<file path="config.mk">
export PLATFORM = sky130hd
export DESIGN_NAME = power_mgmt_capability_regs
export DESIGN_NICKNAME = d
export VERILOG_FILES = /design/src/rtl/pm_cap_pkg.sv /design/src/rtl/power_mgmt_capability_regs.sv
export VERILOG_INCLUDE_DIRS = /design/src /design/src/rtl
export SDC_FILE = /design/constraint.sdc
export NUM_CORES = 1
export LEC_CHECK = 0
export BUFFER_PORTS_ARGS = -buffer_cell sky130_fd_sc_hd__clkbuf_2
export CAP_MARGIN = 30
export CORE_MARGIN = 1.5
export CORE_UTILIZATION = 35
export DETAILED_ROUTE_END_ITERATION = 7
export GPL_ROUTABILITY_DRIVEN = 0
export PLACE_DENSITY = 0.8
export SLEW_MARGIN = 30
export SYNTH_ARGS = -nofsm -noshare
export SYNTH_HDL_FRONTEND = slang
export SYNTH_SLANG_ARGS = --single-unit
</file>
<file path="constraint.sdc">
create_clock -name CLK_SYS -period 1.8 [get_ports CLK_SYS]
set_clock_uncertainty 0.05 [all_clocks]
set_input_delay 0.27 -clock CLK_SYS [delete_from_list [all_inputs] [get_ports CLK_SYS]]
set_output_delay 0.27 -clock CLK_SYS [all_outputs]
set_load 0.01 [all_outputs]
</file>
<file path="src/rtl/pm_cap_params.svh">
// constants of the power management capability registers
// included by the register module
`ifndef PM_CAP_PARAMS_SVH
`define PM_CAP_PARAMS_SVH
`define PM_OFS_CAP_WORD 8'hdc
`define PM_OFS_CTRL 8'he0
`define PM_OFS_NEXT_HDR 8'he4
`define PM_CAP_ID_PM 8'h01
`define PM_CAP_NEXT_PM 8'he4
`define PM_REV_POS 16
`define PM_REV_VALUE 3'h1
`define PM_STATE_RESET 2'h0
`define PM_NEXT_ID 8'h04
`define PM_NEXT_END 8'h00
`define PM_RESET_CYCLES 4'h4
`endif

</file>
<file path="src/rtl/pm_cap_pkg.sv">
// types of the power management capability registers
// no dependencies
package pm_cap_pkg;
   typedef enum logic [1:0] {
      FULL_ON = 2'b00,
      LIGHT_SLEEP = 2'b01,
      MEDIUM_SLEEP = 2'b10,
      DEEP_OFF = 2'b11
   } power_state_t;
endpackage

</file>
<file path="src/rtl/power_mgmt_capability_regs.sv">
// power management capability registers of a two-port bus bridge
// assumes a one-cycle register port on the primary clock, synchronous reset
//
// Function
// - revision field reads fixed 001
// - wake clock and wake support read zero
// - auxiliary power bit reads zero
// - device specific initialization bit reads zero
// - light and medium sleep support read zero
// - two-bit power state, reset to full on
// - unimplemented state writes are discarded
// - deep off to full on pulses internal reset
// - wake enable bit reads zero
// - data select and data scale read zero
// - wake status bit reads zero
// - following header carries fixed capability identifier
// - next pointer of last header reads zero
// - power capability identifier reads 01h
//
// Our own choice: strobed register access.
`include "pm_cap_params.svh"
`timescale 1ns/10ps
`default_nettype none
module power_mgmt_capability_regs (
   input wire logic CLK_SYS,
   input wire logic RESET,
   input wire logic [7:0] ADDR,
   input wire logic [31:0] WDATA,
   input wire logic WRITE,
   input wire logic READ,
   output logic [31:0] RDATA,
   output logic CHIP_RESET,
   output logic [1:0] POWER_STATE
);
   typedef struct packed {
      pm_cap_pkg::power_state_t state;
      logic [31:0] rdata;
      logic [3:0] rst_count;
      logic chip_reset;
   } regs_t;

   regs_t r;
   regs_t next_r;
   logic [31:0] read_word;
   logic [1:0] wr_state;
   logic wr_legal;

   // capability word fields, msb first
   localparam logic [4:0] WAKE_SUPPORT = 5'h00;
   localparam logic MEDIUM_SUPPORT = 1'b0;
   localparam logic LIGHT_SUPPORT = 1'b0;
   localparam logic [2:0] CAP_RSVD = 3'h0;
   localparam logic DEV_INIT = 1'b0;
   localparam logic AUX_POWER = 1'b0;
   localparam logic WAKE_CLOCK = 1'b0;
   // no power event pin, so every wake feature reads zero
   localparam logic [31:0] CAP_WORD = {WAKE_SUPPORT, MEDIUM_SUPPORT,
      LIGHT_SUPPORT, CAP_RSVD, DEV_INIT, AUX_POWER, WAKE_CLOCK,
      `PM_REV_VALUE, `PM_CAP_NEXT_PM, `PM_CAP_ID_PM};

   // control word fields above the state, msb first
   localparam logic WAKE_STATUS = 1'b0;
   localparam logic [1:0] DATA_SCALE = 2'h0;
   localparam logic [3:0] DATA_SELECT = 4'h0;
   localparam logic WAKE_ENABLE = 1'b0;
   localparam logic [5:0] CTRL_RSVD = 6'h00;

   always_comb begin
      read_word = 32'h0000_0000;
      if (ADDR == `PM_OFS_CAP_WORD) begin
         read_word = CAP_WORD;
      end else if (ADDR == `PM_OFS_CTRL) begin
         // upper bits are wake and data fields, none implemented
         read_word = {16'h0000, WAKE_STATUS, DATA_SCALE, DATA_SELECT,
            WAKE_ENABLE, CTRL_RSVD, r.state};
      end else if (ADDR == `PM_OFS_NEXT_HDR) begin
         read_word = {16'h0000, `PM_NEXT_END, `PM_NEXT_ID};
      end
   end

   assign wr_state = WDATA[1:0];
   // only full on and deep off exist
   assign wr_legal = (wr_state == 2'b00) || (wr_state == 2'b11);

   always_comb begin
      next_r = r;
      next_r.rdata = READ ? read_word : 32'h0000_0000;
      // count down first so that a new wake restarts the pulse
      if (r.rst_count != 4'h0) begin
         next_r.rst_count = r.rst_count - 4'h1;
      end
      if (WRITE && ADDR == `PM_OFS_CTRL && wr_legal) begin
         next_r.state = pm_cap_pkg::power_state_t'(wr_state);
         if (r.state == pm_cap_pkg::DEEP_OFF &&
             wr_state == 2'b00) begin
            next_r.rst_count = `PM_RESET_CYCLES;
         end
      end
      next_r.chip_reset = (next_r.rst_count != 4'h0);
   end

   always_ff @(posedge CLK_SYS) begin
      if (RESET) begin
         r.state <= pm_cap_pkg::FULL_ON;
         r.rdata <= 32'h0000_0000;
         r.rst_count <= 4'h0;
         r.chip_reset <= 1'b0;
      end else begin
         r <= next_r;
      end
   end

   assign RDATA = r.rdata;
   assign CHIP_RESET = r.chip_reset;
   assign POWER_STATE = r.state;

   // checks
   a_state_legal: assert property (@(posedge CLK_SYS) disable iff (RESET)
      POWER_STATE != 2'b01 && POWER_STATE != 2'b10)
      else $error("illegal power state held");

   a_bad_write_kept: assert property (@(posedge CLK_SYS) disable iff (RESET)
      (WRITE && ADDR == `PM_OFS_CTRL && !wr_legal) |=>
      $stable(POWER_STATE))
      else $error("unimplemented state accepted");

   a_state_write: assert property (@(posedge CLK_SYS) disable iff (RESET)
      (WRITE && ADDR == `PM_OFS_CTRL && wr_legal) |=>
      POWER_STATE == $past(WDATA[1:0]))
      else $error("power state not written");

   a_state_hold: assert property (@(posedge CLK_SYS) disable iff (RESET)
      !(WRITE && ADDR == `PM_OFS_CTRL && wr_legal) |=>
      $stable(POWER_STATE))
      else $error("power state changed without write");

   a_reads_no_state: assert property (@(posedge CLK_SYS) disable iff (RESET)
      READ |=>
      $stable(POWER_STATE))
      else $error("read changed power state");

   a_other_write_kept: assert property (@(posedge CLK_SYS) disable iff (RESET)
      (WRITE && ADDR != `PM_OFS_CTRL) |=>
      $stable(POWER_STATE))
      else $error("write elsewhere changed power state");

   a_reset_state: assert property (@(posedge CLK_SYS)
      RESET |=> POWER_STATE == 2'b00)
      else $error("power state not cleared by reset");

   a_reset_rdata: assert property (@(posedge CLK_SYS)
      RESET |=> RDATA == 32'h0000_0000)
      else $error("read data not cleared by reset");

   a_reset_chip: assert property (@(posedge CLK_SYS)
      RESET |=> !CHIP_RESET)
      else $error("internal reset high after reset");

   a_wake_up_reset: assert property (@(posedge CLK_SYS) disable iff (RESET)
      (WRITE && ADDR == `PM_OFS_CTRL && WDATA[1:0] == 2'b00 &&
      POWER_STATE == 2'b11) |=> CHIP_RESET [*4] ##1 !CHIP_RESET)
      else $error("internal reset pulse wrong");

   a_no_spurious_rst: assert property (@(posedge CLK_SYS) disable iff (RESET)
      $rose(CHIP_RESET) |-> $past(POWER_STATE) == 2'b11)
      else $error("internal reset without wake");

   a_pulse_tracks: assert property (@(posedge CLK_SYS) disable iff (RESET)
      CHIP_RESET == (r.rst_count != 4'h0))
      else $error("internal reset apart from its count");

   a_count_bound: assert property (@(posedge CLK_SYS) disable iff (RESET)
      r.rst_count <= `PM_RESET_CYCLES)
      else $error("reset count out of range");

   a_wake_rearm: assert property (@(posedge CLK_SYS) disable iff (RESET)
      (WRITE && ADDR == `PM_OFS_CTRL && WDATA[1:0] == 2'b00 &&
      POWER_STATE == 2'b11) |=> r.rst_count == `PM_RESET_CYCLES)
      else $error("wake did not restart reset count");

   a_same_state_quiet: assert property (@(posedge CLK_SYS) disable iff (RESET)
      (WRITE && ADDR == `PM_OFS_CTRL && POWER_STATE == 2'b00 &&
      !CHIP_RESET) |=> !CHIP_RESET)
      else $error("internal reset without deep off");

   a_cap_word_read: assert property (@(posedge CLK_SYS) disable iff (RESET)
      (READ && ADDR == `PM_OFS_CAP_WORD) |=>
      RDATA == 32'h0001_e401)
      else $error("capability word wrong");

   a_rev_field: assert property (@(posedge CLK_SYS) disable iff (RESET)
      (READ && ADDR == `PM_OFS_CAP_WORD) |=>
      RDATA[18:16] == `PM_REV_VALUE)
      else $error("revision field wrong");

   a_wake_clk_zero: assert property (@(posedge CLK_SYS) disable iff (RESET)
      (READ && ADDR == `PM_OFS_CAP_WORD) |=>
      !RDATA[19])
      else $error("wake clock bit set");

   a_wake_sup_zero: assert property (@(posedge CLK_SYS) disable iff (RESET)
      (READ && ADDR == `PM_OFS_CAP_WORD) |=>
      RDATA[31:27] == 5'h00)
      else $error("wake support field set");

   a_aux_pwr_zero: assert property (@(posedge CLK_SYS) disable iff (RESET)
      (READ && ADDR == `PM_OFS_CAP_WORD) |=>
      !RDATA[20])
      else $error("auxiliary power bit set");

   a_dev_init_zero: assert property (@(posedge CLK_SYS) disable iff (RESET)
      (READ && ADDR == `PM_OFS_CAP_WORD) |=>
      !RDATA[21])
      else $error("device init bit set");

   a_light_sup_zero: assert property (@(posedge CLK_SYS) disable iff (RESET)
      (READ && ADDR == `PM_OFS_CAP_WORD) |=>
      !RDATA[25])
      else $error("light sleep support set");

   a_medium_sup_zero: assert property (@(posedge CLK_SYS) disable iff (RESET)
      (READ && ADDR == `PM_OFS_CAP_WORD) |=>
      !RDATA[26])
      else $error("medium sleep support set");

   a_cap_rsvd_zero: assert property (@(posedge CLK_SYS) disable iff (RESET)
      (READ && ADDR == `PM_OFS_CAP_WORD) |=>
      RDATA[24:22] == 3'h0)
      else $error("capability reserved bits set");

   a_pm_id_read: assert property (@(posedge CLK_SYS) disable iff (RESET)
      (READ && ADDR == `PM_OFS_CAP_WORD) |=>
      RDATA[7:0] == `PM_CAP_ID_PM)
      else $error("power capability identifier wrong");

   a_ctrl_read: assert property (@(posedge CLK_SYS) disable iff (RESET)
      (READ && ADDR == `PM_OFS_CTRL) |=>
      RDATA[31:2] == 30'h0000_0000 && RDATA[1:0] == POWER_STATE)
      else $error("control word read wrong");

   a_wake_en_zero: assert property (@(posedge CLK_SYS) disable iff (RESET)
      (READ && ADDR == `PM_OFS_CTRL) |=>
      !RDATA[8])
      else $error("wake enable bit set");

   a_data_sel_zero: assert property (@(posedge CLK_SYS) disable iff (RESET)
      (READ && ADDR == `PM_OFS_CTRL) |=>
      RDATA[12:9] == 4'h0)
      else $error("data select field set");

   a_data_scale_zero: assert property (@(posedge CLK_SYS) disable iff (RESET)
      (READ && ADDR == `PM_OFS_CTRL) |=>
      RDATA[14:13] == 2'h0)
      else $error("data scale field set");

   a_wake_sts_zero: assert property (@(posedge CLK_SYS) disable iff (RESET)
      (READ && ADDR == `PM_OFS_CTRL) |=>
      !RDATA[15])
      else $error("wake status bit set");

   // each bit above the state on its own, so one stuck bit is named
   for (genvar b = 2; b < 32; b++) begin : g_ctrl_zero
      a_ctrl_bit_zero: assert property (@(posedge CLK_SYS) disable iff (RESET)
         (READ && ADDR == `PM_OFS_CTRL) |=>
         !RDATA[b])
         else $error("control word upper bit set");
   end

   a_next_hdr_read: assert property (@(posedge CLK_SYS) disable iff (RESET)
      (READ && ADDR == `PM_OFS_NEXT_HDR) |=>
      RDATA == 32'h0000_0004)
      else $error("next header read wrong");

   a_next_id_read: assert property (@(posedge CLK_SYS) disable iff (RESET)
      (READ && ADDR == `PM_OFS_NEXT_HDR) |=>
      RDATA[7:0] == `PM_NEXT_ID)
      else $error("following identifier wrong");

   a_next_end_read: assert property (@(posedge CLK_SYS) disable iff (RESET)
      (READ && ADDR == `PM_OFS_NEXT_HDR) |=>
      RDATA[15:8] == `PM_NEXT_END)
      else $error("list does not end");

   a_unmapped_read: assert property (@(posedge CLK_SYS) disable iff (RESET)
      (READ && ADDR != `PM_OFS_CAP_WORD && ADDR != `PM_OFS_CTRL &&
      ADDR != `PM_OFS_NEXT_HDR) |=> RDATA == 32'h0000_0000)
      else $error("unmapped read not zero");

   a_idle_rdata: assert property (@(posedge CLK_SYS) disable iff (RESET)
      !READ |=>
      RDATA == 32'h0000_0000)
      else $error("read data outside read cycle");

   c_deep_off: cover property (@(posedge CLK_SYS) disable iff (RESET)
      POWER_STATE == 2'b11);

   c_wake: cover property (@(posedge CLK_SYS) disable iff (RESET)
      $rose(CHIP_RESET));

   c_bad_write: cover property (@(posedge CLK_SYS) disable iff (RESET)
      WRITE && ADDR == `PM_OFS_CTRL && WDATA[1:0] == 2'b01);

   c_back_to_back: cover property (@(posedge CLK_SYS) disable iff (RESET)
      READ ##1 READ);

   c_write_read: cover property (@(posedge CLK_SYS) disable iff (RESET)
      (WRITE && ADDR == `PM_OFS_CTRL) ##1 (READ && ADDR == `PM_OFS_CTRL));
endmodule
`default_nettype wire

</file>
# Word-level counts from Yosys, hierarchy flattened
# Cells that the tools add are included.
# classes
add_sub_neg,1
eq_ne,5
n_mux,6
n_bitwise,1
n_reduce_logical,10
# ops
cell,count
$eq A8 B8 Y1 const B,3
$mux W17,1
$mux W4,3
$reduce_bool A4 Y1,2
$mux W3,2
$eq A2 B2 Y1 const B,2
$reduce_or A4 Y1,1
$sub A4 B1 Y4 const B,1
$logic_and A1 B1 Y1,3
$reduce_or A3 Y1,1
$logic_not A2 Y1,1
$reduce_or A2 Y1,1
$logic_or A1 B1 Y1,1
$not A1 Y1,1
# totals
register_bits,39
inputBits,44

# Longest topological paths before layout
# Gate-level depths: netlist of run 1.
# logic_depth
word_depth,5
depth_mapped,5
ltp_nobuf,5

# Worst setup path before layout of run 1
# OpenSTA, ideal clock, no wires.
# synth_timing
kind,register -> register
startpoint,register r[1] (netlist bit)
endpoint,register r[2] (netlist bit)
setup_ns,0.103
t_arrival_ns,1.321
path_slack_ns,0.326
stages_incl_launch_ff,5
n_path_buf,0
path_cell_list,dfxtp_1 inv_1 ha_1 or3b_1 a2111oi_2
# synth_via
elab_chain_cells,4
elab_cells_between_ends,5
# synth_rtl
element,line,text
start: declaration,power_mgmt_capability_regs.sv:42,regs_t r;
start signal: assignment,power_mgmt_capability_regs.sv:109,r <= next_r;
$sub A4 B1 Y4 / $reduce_bool A4 Y1 (equally long branches),"power_mgmt_capability_regs.sv:90, power_mgmt_capability_regs.sv:89",
$mux W4 (*),power_mgmt_capability_regs.sv:89,if (r.rst_count != 4'h0) begin
$mux W4,power_mgmt_capability_regs.sv:94,if (r.state == pm_cap_pkg::DEEP_OFF &&
$mux W4 (*),power_mgmt_capability_regs.sv:92,if (WRITE && ADDR == `PM_OFS_CTRL && wr_legal) begin
# Mark *: on every way between the ends. The rest lies on a longest branch, timed or not.
# A chain may end at the register's enable or synchronous reset.

# Worst setup path after layout of run 1
# Same ends and word-level chain as after synthesis.

==> impl_metrics.ini, run 1 <==
[run_status]
outcome = finished clean

[layout]
nFillCells = 233
final_nets = 155
drive_gt1_share_pct = 30.56
diodes = 0
final_cells = 136
stdcell_area_um2 = 822.0
area_delta_synth_final_pct = 1.546

[die]
dieArea_mm2 = 0.002610
die_w_um = 51.09
chipHeight_um = 51.09
initial_core_util_pct = 36.95
rows = 17
ioPinCount = 79
core_area_mm2 = 0.002191

[setup_path]
arrival_ns = 1.69
worstSetupEndpointType = flip-flop
worstPathRequired_ns = 1.91
worstSetupPathType = flip-flop to flip-flop
crit_path_start_kind = flip-flop
crit_fanout = 5

[logic_synthesis]
async_flop_share_pct = 0
yosysTopAreaCell = buf_4
synthAdderAreaFrac_pct = 3.091
synth_top_family_by_area = buffers and inverters
synthXorXnorAreaFrac_pct = 1.082
muxShareOfSynthArea_pct = 3.709
yosysWarnings = 0
ys_types = 25
synth-simple-area-share_pct = 24.11
ys.flop_type = dfxtp_1
avgSynthCellArea_um2 = 8.896
synthCells = 91
ys_ff_latch = 11
yosysMostFrequentCell = buf_4
synth_area_leaders = buf_4 32%, dfxtp_1 27%, mux2i_1 3.7%, nor4b_1 3.2%, ha_1 3.1%
synth_edf_count = 0
yosysSeqAreaShare_pct = 27.20
synth_top_area_share_pct = 31.53
netlist_top_cells_count = 34 x buf_4, 11 x dfxtp_1, 6 x inv_1
synth_compound_area_share_pct = 6.028
netlist_area_um2 = 809.5

[clock_tree]
clkLatencyLatePin_ns = 0.26
clkTransAtPathRegs_ns = 0.06
clockBufferDepth = 2
cts_hold_buf = 0
clkSinkCount = 11
cts_tree = yes
cts_resized = 0
postCtsSetupBuffers = 0
cts_inserted_buffers = 3
h-tree-depth = 1
clock-root-buffer = clkbuf_4

[power_and_ir_drop]
switching_share_pct = 34.95
p_clk_share_pct = 19.7
switching_power_mw = 0.2852
power_density_mw_per_mm2 = 992.6
vdd_ir_drop_max_uv = 414.2
pwr-share-seq_pct = 40.9
p_total_mw = 0.8160
internal_power_mw = 0.5307
leakage_nw = 0.4022
share_comb_of_total_power_pct = 39.4

[route]
avgViaCountPerCell = 4.169
vias = 567
drt_pass1_iterations = 2
wl_per_cell_um = 9.199
first_iter_violations = 1
drtAntennaViolNets = 0
totalWireLength_um = 1251
drc = 0

[run]
maxCapViolations = 0

[timing]
finalSetupTns_ns = 0
fin_ws_ns = 0.2205
finalSetupViolCount = 0
fin_crit_sh_pct = 87.75
maxSlewViolCount = 0
hold_violations = 0
clock.fmax_mhz = 633.1
rsz0062_at_grt = false
fin_crit_ns = 1.579

[grt]
grt-ovfl-total = 0
first_global_vias = 478
grt.total_usage_pct = 9.896
grt_pass1_wl_um = 1849
antenna_found_initial = 0
grt_max_degree = 8

[place]
portBuffers = 24
dp_hpwl_um = 1081
place_ws_ns = 0.1728
place_area_um2 = 795.8
dp_cells = 132

[hold_path]
hold_path.class = input pin to flip-flop
==> cell families (layout without fill, tap and decap cells) <==
family | count (synthesis) | count (layout)
buf+inv | 40 | 34
flops | 11 | 11
xor+xnor | 1 | 1
compound gates | 5 | 5
simple gates | 28 | 28
fa+ha+maj | 2 | 2
other cells | 1 | 24
mux | 3 | 3
==> per-layer routing <==
metal	part of all wire (%)	up-vias	track usage, %
li1	-	280	-
met1	41	260	8.587
met2	50	25	18.40
met3	8.4	2	5.556
met4	1.0	0	4.054
met5	0	-	0
==> through the flow <==
step | hold WS, ns | util, %
final | 0.1869 | 37.52
after global routing | 0.1805 | 37.52
after CTS | 0.1706 | 37.52
after detailed placement | 0.4283 | 36.32
after global placement | 0.4125 | 36.32
after floorplan | 0.2960 | -
==> path summary, 6_finish.rpt <==
check,from,endpoint,slack [ns],depth (start not counted)
worst max register to register,r[1]$_SDFF_PP0_,r[2]$_SDFF_PP0_,0.22,4
worst min-delay path,ADDR[3],RDATA[2]$_SDFF_PP0_,0.19,2
worst max-delay path,r[1]$_SDFF_PP0_,r[2]$_SDFF_PP0_,0.22,4
worst min register to register,POWER_STATE[1]$_SDFFE_PP0N_,POWER_STATE[1]$_SDFFE_PP0N_,0.44,2
==> power groups by stage <==
| stage | Combinational [mW] | Sequential [mW] | Clock, mW |
|---|---|---|---|
| final | 0.321 | 0.334 | 0.161 |
| after floorplan | 0.293 | 0.334 | 0 |
| after global routing | 0.355 | 0.341 | 0.177 |
| after global placement | 0.308 | 0.335 | 0 |
| after CTS | 0.322 | 0.334 | 0.168 |
| after detailed placement | 0.319 | 0.339 | 0 |
==> cells in the final DEF (no fill, tap or decap) <==
cell / count
nand2_1: 5
xnor2_1: 1
mux2i_1: 3
a2111oi_2: 1
nor4_4: 1
nor3b_2: 1
or3b_1: 1
nor4b_1: 3
inv_1: 6
o41a_2: 1
dfxtp_1: 11
nand3b_1: 1
a31oi_1: 1
o31a_2: 1
nor2_1: 4
clkbuf_4: 3
or3b_4: 1
conb_1: 24
clkbuf_2: 24
a21oi_1: 1
nand2b_1: 3
nand4bb_1: 1
nor3_1: 4
nand4b_1: 2
nor2b_1: 1
clkbuf_1: 1
ha_1: 2
==> worst max-delay path: stages, from the launching register on <==
cell	delay, ns
dfxtp_1	0.35
inv_1	0.07
ha_1	0.23
or3b_1	0.43
a2111oi_2	0.36
==> state kept, by name, indices dropped and copies added, names as in the netlist <==
name	cells
CHIP_RESET	1
RDATA	4
r	4
POWER_STATE	2
==> cell type report <==
type / instances / area (um^2) / area share (%)
Sequential cell: 11 / 220.2 / 26.79
Timing Repair Buffer: 24 / 120.1 / 14.61
Inverter: 6 / 22.52 / 2.740
Multi-Input combinational cell: 63 / 397.9 / 48.40
Clock buffer: 4 / 26.28 / 3.196
Tap cell: 28 / 35.03 / 4.262
No activity file was read; power rests on OpenSTA's default activity.
==> inputs of run 2 (changes only) <==
Settings changed: CORE_MARGIN 1.5 to unset, SKIP_LAST_GASP set to 1.
==> impl_metrics.ini, run 2 (synthesis gave the netlist of run 1 again) <==
[run_status]
outcome = finished clean

[die]
dieArea_mm2 = 0.002509
chipHeight_um = 50.09
initial_core_util_pct = 36.95
rows = 17
ioPinCount = 79
die_w_um = 50.09
core_area_mm2 = 0.002191

[setup_path]
worstPathRequired_ns = 1.92
worstSetupEndpointType = flip-flop
arrival_ns = 1.70
worstSetupPathType = flip-flop to flip-flop
crit_path_start_kind = flip-flop
crit_fanout = 5

[clock_tree]
cts_resized = 0
cts_hold_buf = 0
postCtsSetupBuffers = 0
clockBufferDepth = 2
h-tree-depth = 1
cts_inserted_buffers = 3
clock-root-buffer = clkbuf_4
cts_tree = yes
clkTransAtPathRegs_ns = 0.07
clkLatencyLatePin_ns = 0.26
clkSinkCount = 11

[grt]
antenna_found_initial = 0
first_global_vias = 501
grt-ovfl-total = 0
grt.total_usage_pct = 10.03
grt_max_degree = 8
grt_pass1_wl_um = 1897

[layout]
most-common-layout-cells = 24 x conb_1, 24 x clkbuf_2, 11 x dfxtp_1
final_nets = 155
area_delta_synth_final_pct = 1.546
diodes = 0
drive_gt1_share_pct = 30.56
stdcell_area_um2 = 822.0

[timing]
clock.fmax_mhz = 631.6
fin_ws_ns = 0.2166
hold_slack_ns = 0.1699
hold_violations = 0
fin_crit_sh_pct = 87.96
fin_crit_ns = 1.583
rsz0062_at_grt = false
maxSlewViolCount = 0
finalSetupViolCount = 0
finalSetupTns_ns = 0

[route]
avgViaCountPerCell = 4.301
vias = 585
drtAntennaViolNets = 0
drt_pass1_iterations = 3
first_iter_violations = 5
wl_per_cell_um = 8.265
totalWireLength_um = 1124
drc = 0

[power_and_ir_drop]
leakage_nw = 0.4022
power_density_mw_per_mm2 = 998.3
switching_share_pct = 35.34
vdd_ir_drop_max_uv = 466.6
internal_power_mw = 0.5307
pwr-share-seq_pct = 40.8
share_comb_of_total_power_pct = 39.0
p_clk_share_pct = 20.3
switching_power_mw = 0.2900

[hold_path]
hold_path.class = input pin to flip-flop

[place]
place_area_um2 = 795.8
dp_hpwl_um = 961.9
place_ws_ns = 0.1936
portBuffers = 24

[run]
maxCapViolations = 0
[run 2: cell counts in the layout (fill, tap and decap cells not counted)]
Identical to the previous run, type by type.
[run 2: metal layers]
layer,vias to the layer above,part of all wire [%],track usage (%)
li1,288,-,-
met2,31,49,18.22
met5,-,0,0
met4,0,1.1,2.857
met3,3,7.3,3.704
met1,263,42,10.56
[run 2: critical path: stages, from the launching register on]
cell       delay, ns
dfxtp_1         0.36
inv_1           0.07
ha_1            0.22
or3b_1          0.43
a2111oi_2       0.36
[run 2: path summary, 6_finish.rpt]
kind	startpoint	to	cells after the start	slack, ns
hold / removal	RESET	r[2]$_SDFF_PP0_	2	0.17
hold reg to reg	POWER_STATE[1]$_SDFFE_PP0N_	POWER_STATE[1]$_SDFFE_PP0N_	2	0.43
setup / recovery	r[1]$_SDFF_PP0_	r[2]$_SDFF_PP0_	4	0.22
setup reg to reg	r[1]$_SDFF_PP0_	r[2]$_SDFF_PP0_	4	0.22
[run 2: layout make-up]
| cell class | count | area, um^2 |
|---|---|---|
| fillers | 226 | 1369 |
| repair buffers | 24 | 120.1 |
| clock buffers | 4 | 26.28 |
| inverters | 6 | 22.52 |
| flip-flops and latches | 11 | 220.2 |
| well taps | 28 | 35.03 |
| multi-input cells | 63 | 397.9 |
[run 2: power by group through the flow]
| stage | Combinational [mW] | Clock, mW | Sequential [mW] |
|---|---|---|---|
| 5_1_grt | 0.361 | 0.177 | 0.340 |
| 2_1_floorplan | 0.293 | 0 | 0.334 |
| 6_report | 0.320 | 0.166 | 0.334 |
| 3_5_place_dp | 0.316 | 0 | 0.338 |
| 4_1_cts | 0.321 | 0.167 | 0.333 |
| 3_3_place_gp | 0.308 | 0 | 0.334 |
[run 2: stage by stage]
step / util (%) / power [mW] / cells
2_1_floorplan: - / 0.6272 / 114
3_3_place_gp: 36.32 / 0.6422 / 132
3_5_place_dp: 36.32 / 0.6544 / 132
4_1_cts: 37.52 / 0.8211 / 136
5_1_grt: 37.52 / 0.8778 / 136
6_report: 37.52 / 0.8207 / 136
==> inputs of run 3 (changes only) <==
Settings changed: CELL_PAD_IN_SITES_DETAIL_PLACEMENT set to 0, CELL_PAD_IN_SITES_GLOBAL_PLACEMENT set to 1, CORE_UTILIZATION 35 to 23.
==> impl_metrics.ini, run 3 (synthesis gave the netlist of run 1 again) <==
[grt]
grt-ovfl-total = 0
antenna_found_initial = 0
grt_pass1_wl_um = 2001
first_global_vias = 496
grt_max_degree = 8
grt.total_usage_pct = 7.564

[power_and_ir_drop]
vdd_ir_drop_max_uv = 339.3
switching_power_mw = 0.2924
internal_power_mw = 0.5314
switching_share_pct = 35.50
leakage_nw = 0.4022
power_density_mw_per_mm2 = 975.4
share_comb_of_total_power_pct = 39.9
pwr-share-seq_pct = 40.3
p_clk_share_pct = 19.8

[timing]
hold_violations = 0
clock.fmax_mhz = 626.8
fin_crit_sh_pct = 88.63
maxSlewViolCount = 0
rsz0062_at_grt = false
fin_crit_ns = 1.595
finalSetupTns_ns = 0
finalSetupViolCount = 0

[clock_tree]
cts_resized = 0
postCtsSetupBuffers = 0
clkTransAtPathRegs_ns = 0.07
clkLatencyLatePin_ns = 0.26
clock-root-buffer = clkbuf_4
clkSinkCount = 11
cts_tree = yes
cts_inserted_buffers = 3
h-tree-depth = 1
cts_hold_buf = 0
clockBufferDepth = 2

[setup_path]
worstSetupEndpoint = r[2]$_SDFF_PP0_
reg2reg_to = r[2]$_SDFF_PP0_
crit_start = r[1]$_SDFF_PP0_
crit_fanout = 5
crit_path_start_kind = flip-flop
reg2reg_from = r[1]$_SDFF_PP0_
worstSetupPathType = flip-flop to flip-flop
ff2ff_setup_slack_ns = 0.20
worstPathRequired_ns = 1.91
arrival_ns = 1.71
worstSetupEndpointType = flip-flop
reg2reg_depth = 4

[route]
totalWireLength_um = 1325
avgViaCountPerCell = 3.818
drt_pass1_iterations = 4
vias = 588
drtAntennaViolNets = 0
drc = 0
wl_per_cell_um = 8.604
first_iter_violations = 22

[layout]
final_nets = 155
stdcell_area_um2 = 844.6
drive_gt1_share_pct = 30.56
diodes = 0
nFillCells = 394
fin_util_pct = 25.11
area_delta_synth_final_pct = 4.328
most-common-layout-cells = 24 x conb_1, 24 x clkbuf_2, 11 x dfxtp_1

[die]
core_area_mm2 = 0.003363
dieArea_mm2 = 0.003761
ioPinCount = 79
die_w_um = 61.33
chipHeight_um = 61.33
initial_core_util_pct = 24.07
rows = 21

[run]
maxCapViolations = 0

[place]
place_area_um2 = 818.3
portBuffers = 24

[hold_path]
hold_path.class = input pin to flip-flop

[run_status]
outcome = finished clean
run 3: cell counts in the layout (fill, tap and decap cells not counted):
Identical to the previous run, type by type.
run 3: cell type report:
type                            instances  area [um^2]  area share [%]
Multi-Input combinational cell         63        397.9           47.11
Sequential cell                        11        220.2           26.07
Timing Repair Buffer                   24        120.1           14.22
Tap cell                               46        57.56           6.815
Clock buffer                            4        26.28           3.111
Inverter                                6        22.52           2.667
run 3: stage by stage:
step / power [mW] / worst slack, ns / hold WS (ns) / cells
final: 0.8238 / 0.2046 / 0.1702 / 154
after detailed placement: 0.6668 / 0.1560 / 0.4366 / 150
after global routing: 0.8923 / 0.07697 / 0.1687 / 154
after global placement: 0.6453 / 0.2003 / 0.4189 / 150
after CTS: 0.8334 / 0.1827 / 0.1597 / 154
after floorplan: 0.6272 / 0.3257 / 0.2960 / 114
run 3: worst min path at each step:
stage / from / endpoint / slack (ns) / depth (start not counted)
floorplan: RESET / r[2]$_SDFF_PP0_ / 0.30 / 1
finish: ADDR[3] / RDATA[2]$_SDFF_PP0_ / 0.17 / 2
global placement: POWER_STATE[1]$_SDFFE_PP0N_ / POWER_STATE[1]$_SDFFE_PP0N_ / 0.42 / 2
CTS: ADDR[3] / RDATA[2]$_SDFF_PP0_ / 0.16 / 2
global route: ADDR[3] / RDATA[2]$_SDFF_PP0_ / 0.17 / 2
detailed placement: POWER_STATE[0]$_SDFFE_PP0N_ / RDATA[0]$_SDFF_PP0_ / 0.44 / 2
run 3: power by group through the flow:
stage / Sequential (mW) / Combinational [mW] / Clock [mW]
5_1_grt: 0.339 / 0.371 / 0.183
3_5_place_dp: 0.338 / 0.329 / 0
4_1_cts: 0.332 / 0.331 / 0.170
3_3_place_gp: 0.335 / 0.310 / 0
2_1_floorplan: 0.334 / 0.293 / 0
6_report: 0.332 / 0.328 / 0.163
run 3: layer usage:
layer | wire length [um] | GRT usage [%] | vias up | share of wire, %
met5 | 0 | 0 | - | 0
met4 | 0 | 0 | 0 | 0
met3 | 175 | 4.412 | 0 | 13
met2 | 708 | 15.99 | 45 | 53
met1 | 441 | 6.210 | 263 | 33
li1 | - | - | 280 | -
run 3: critical path, stage by stage (launching register included):
cell and delay, ns:
dfxtp_1 0.35, inv_1 0.07, ha_1 0.23, or3b_1 0.44, a2111oi_2 0.37
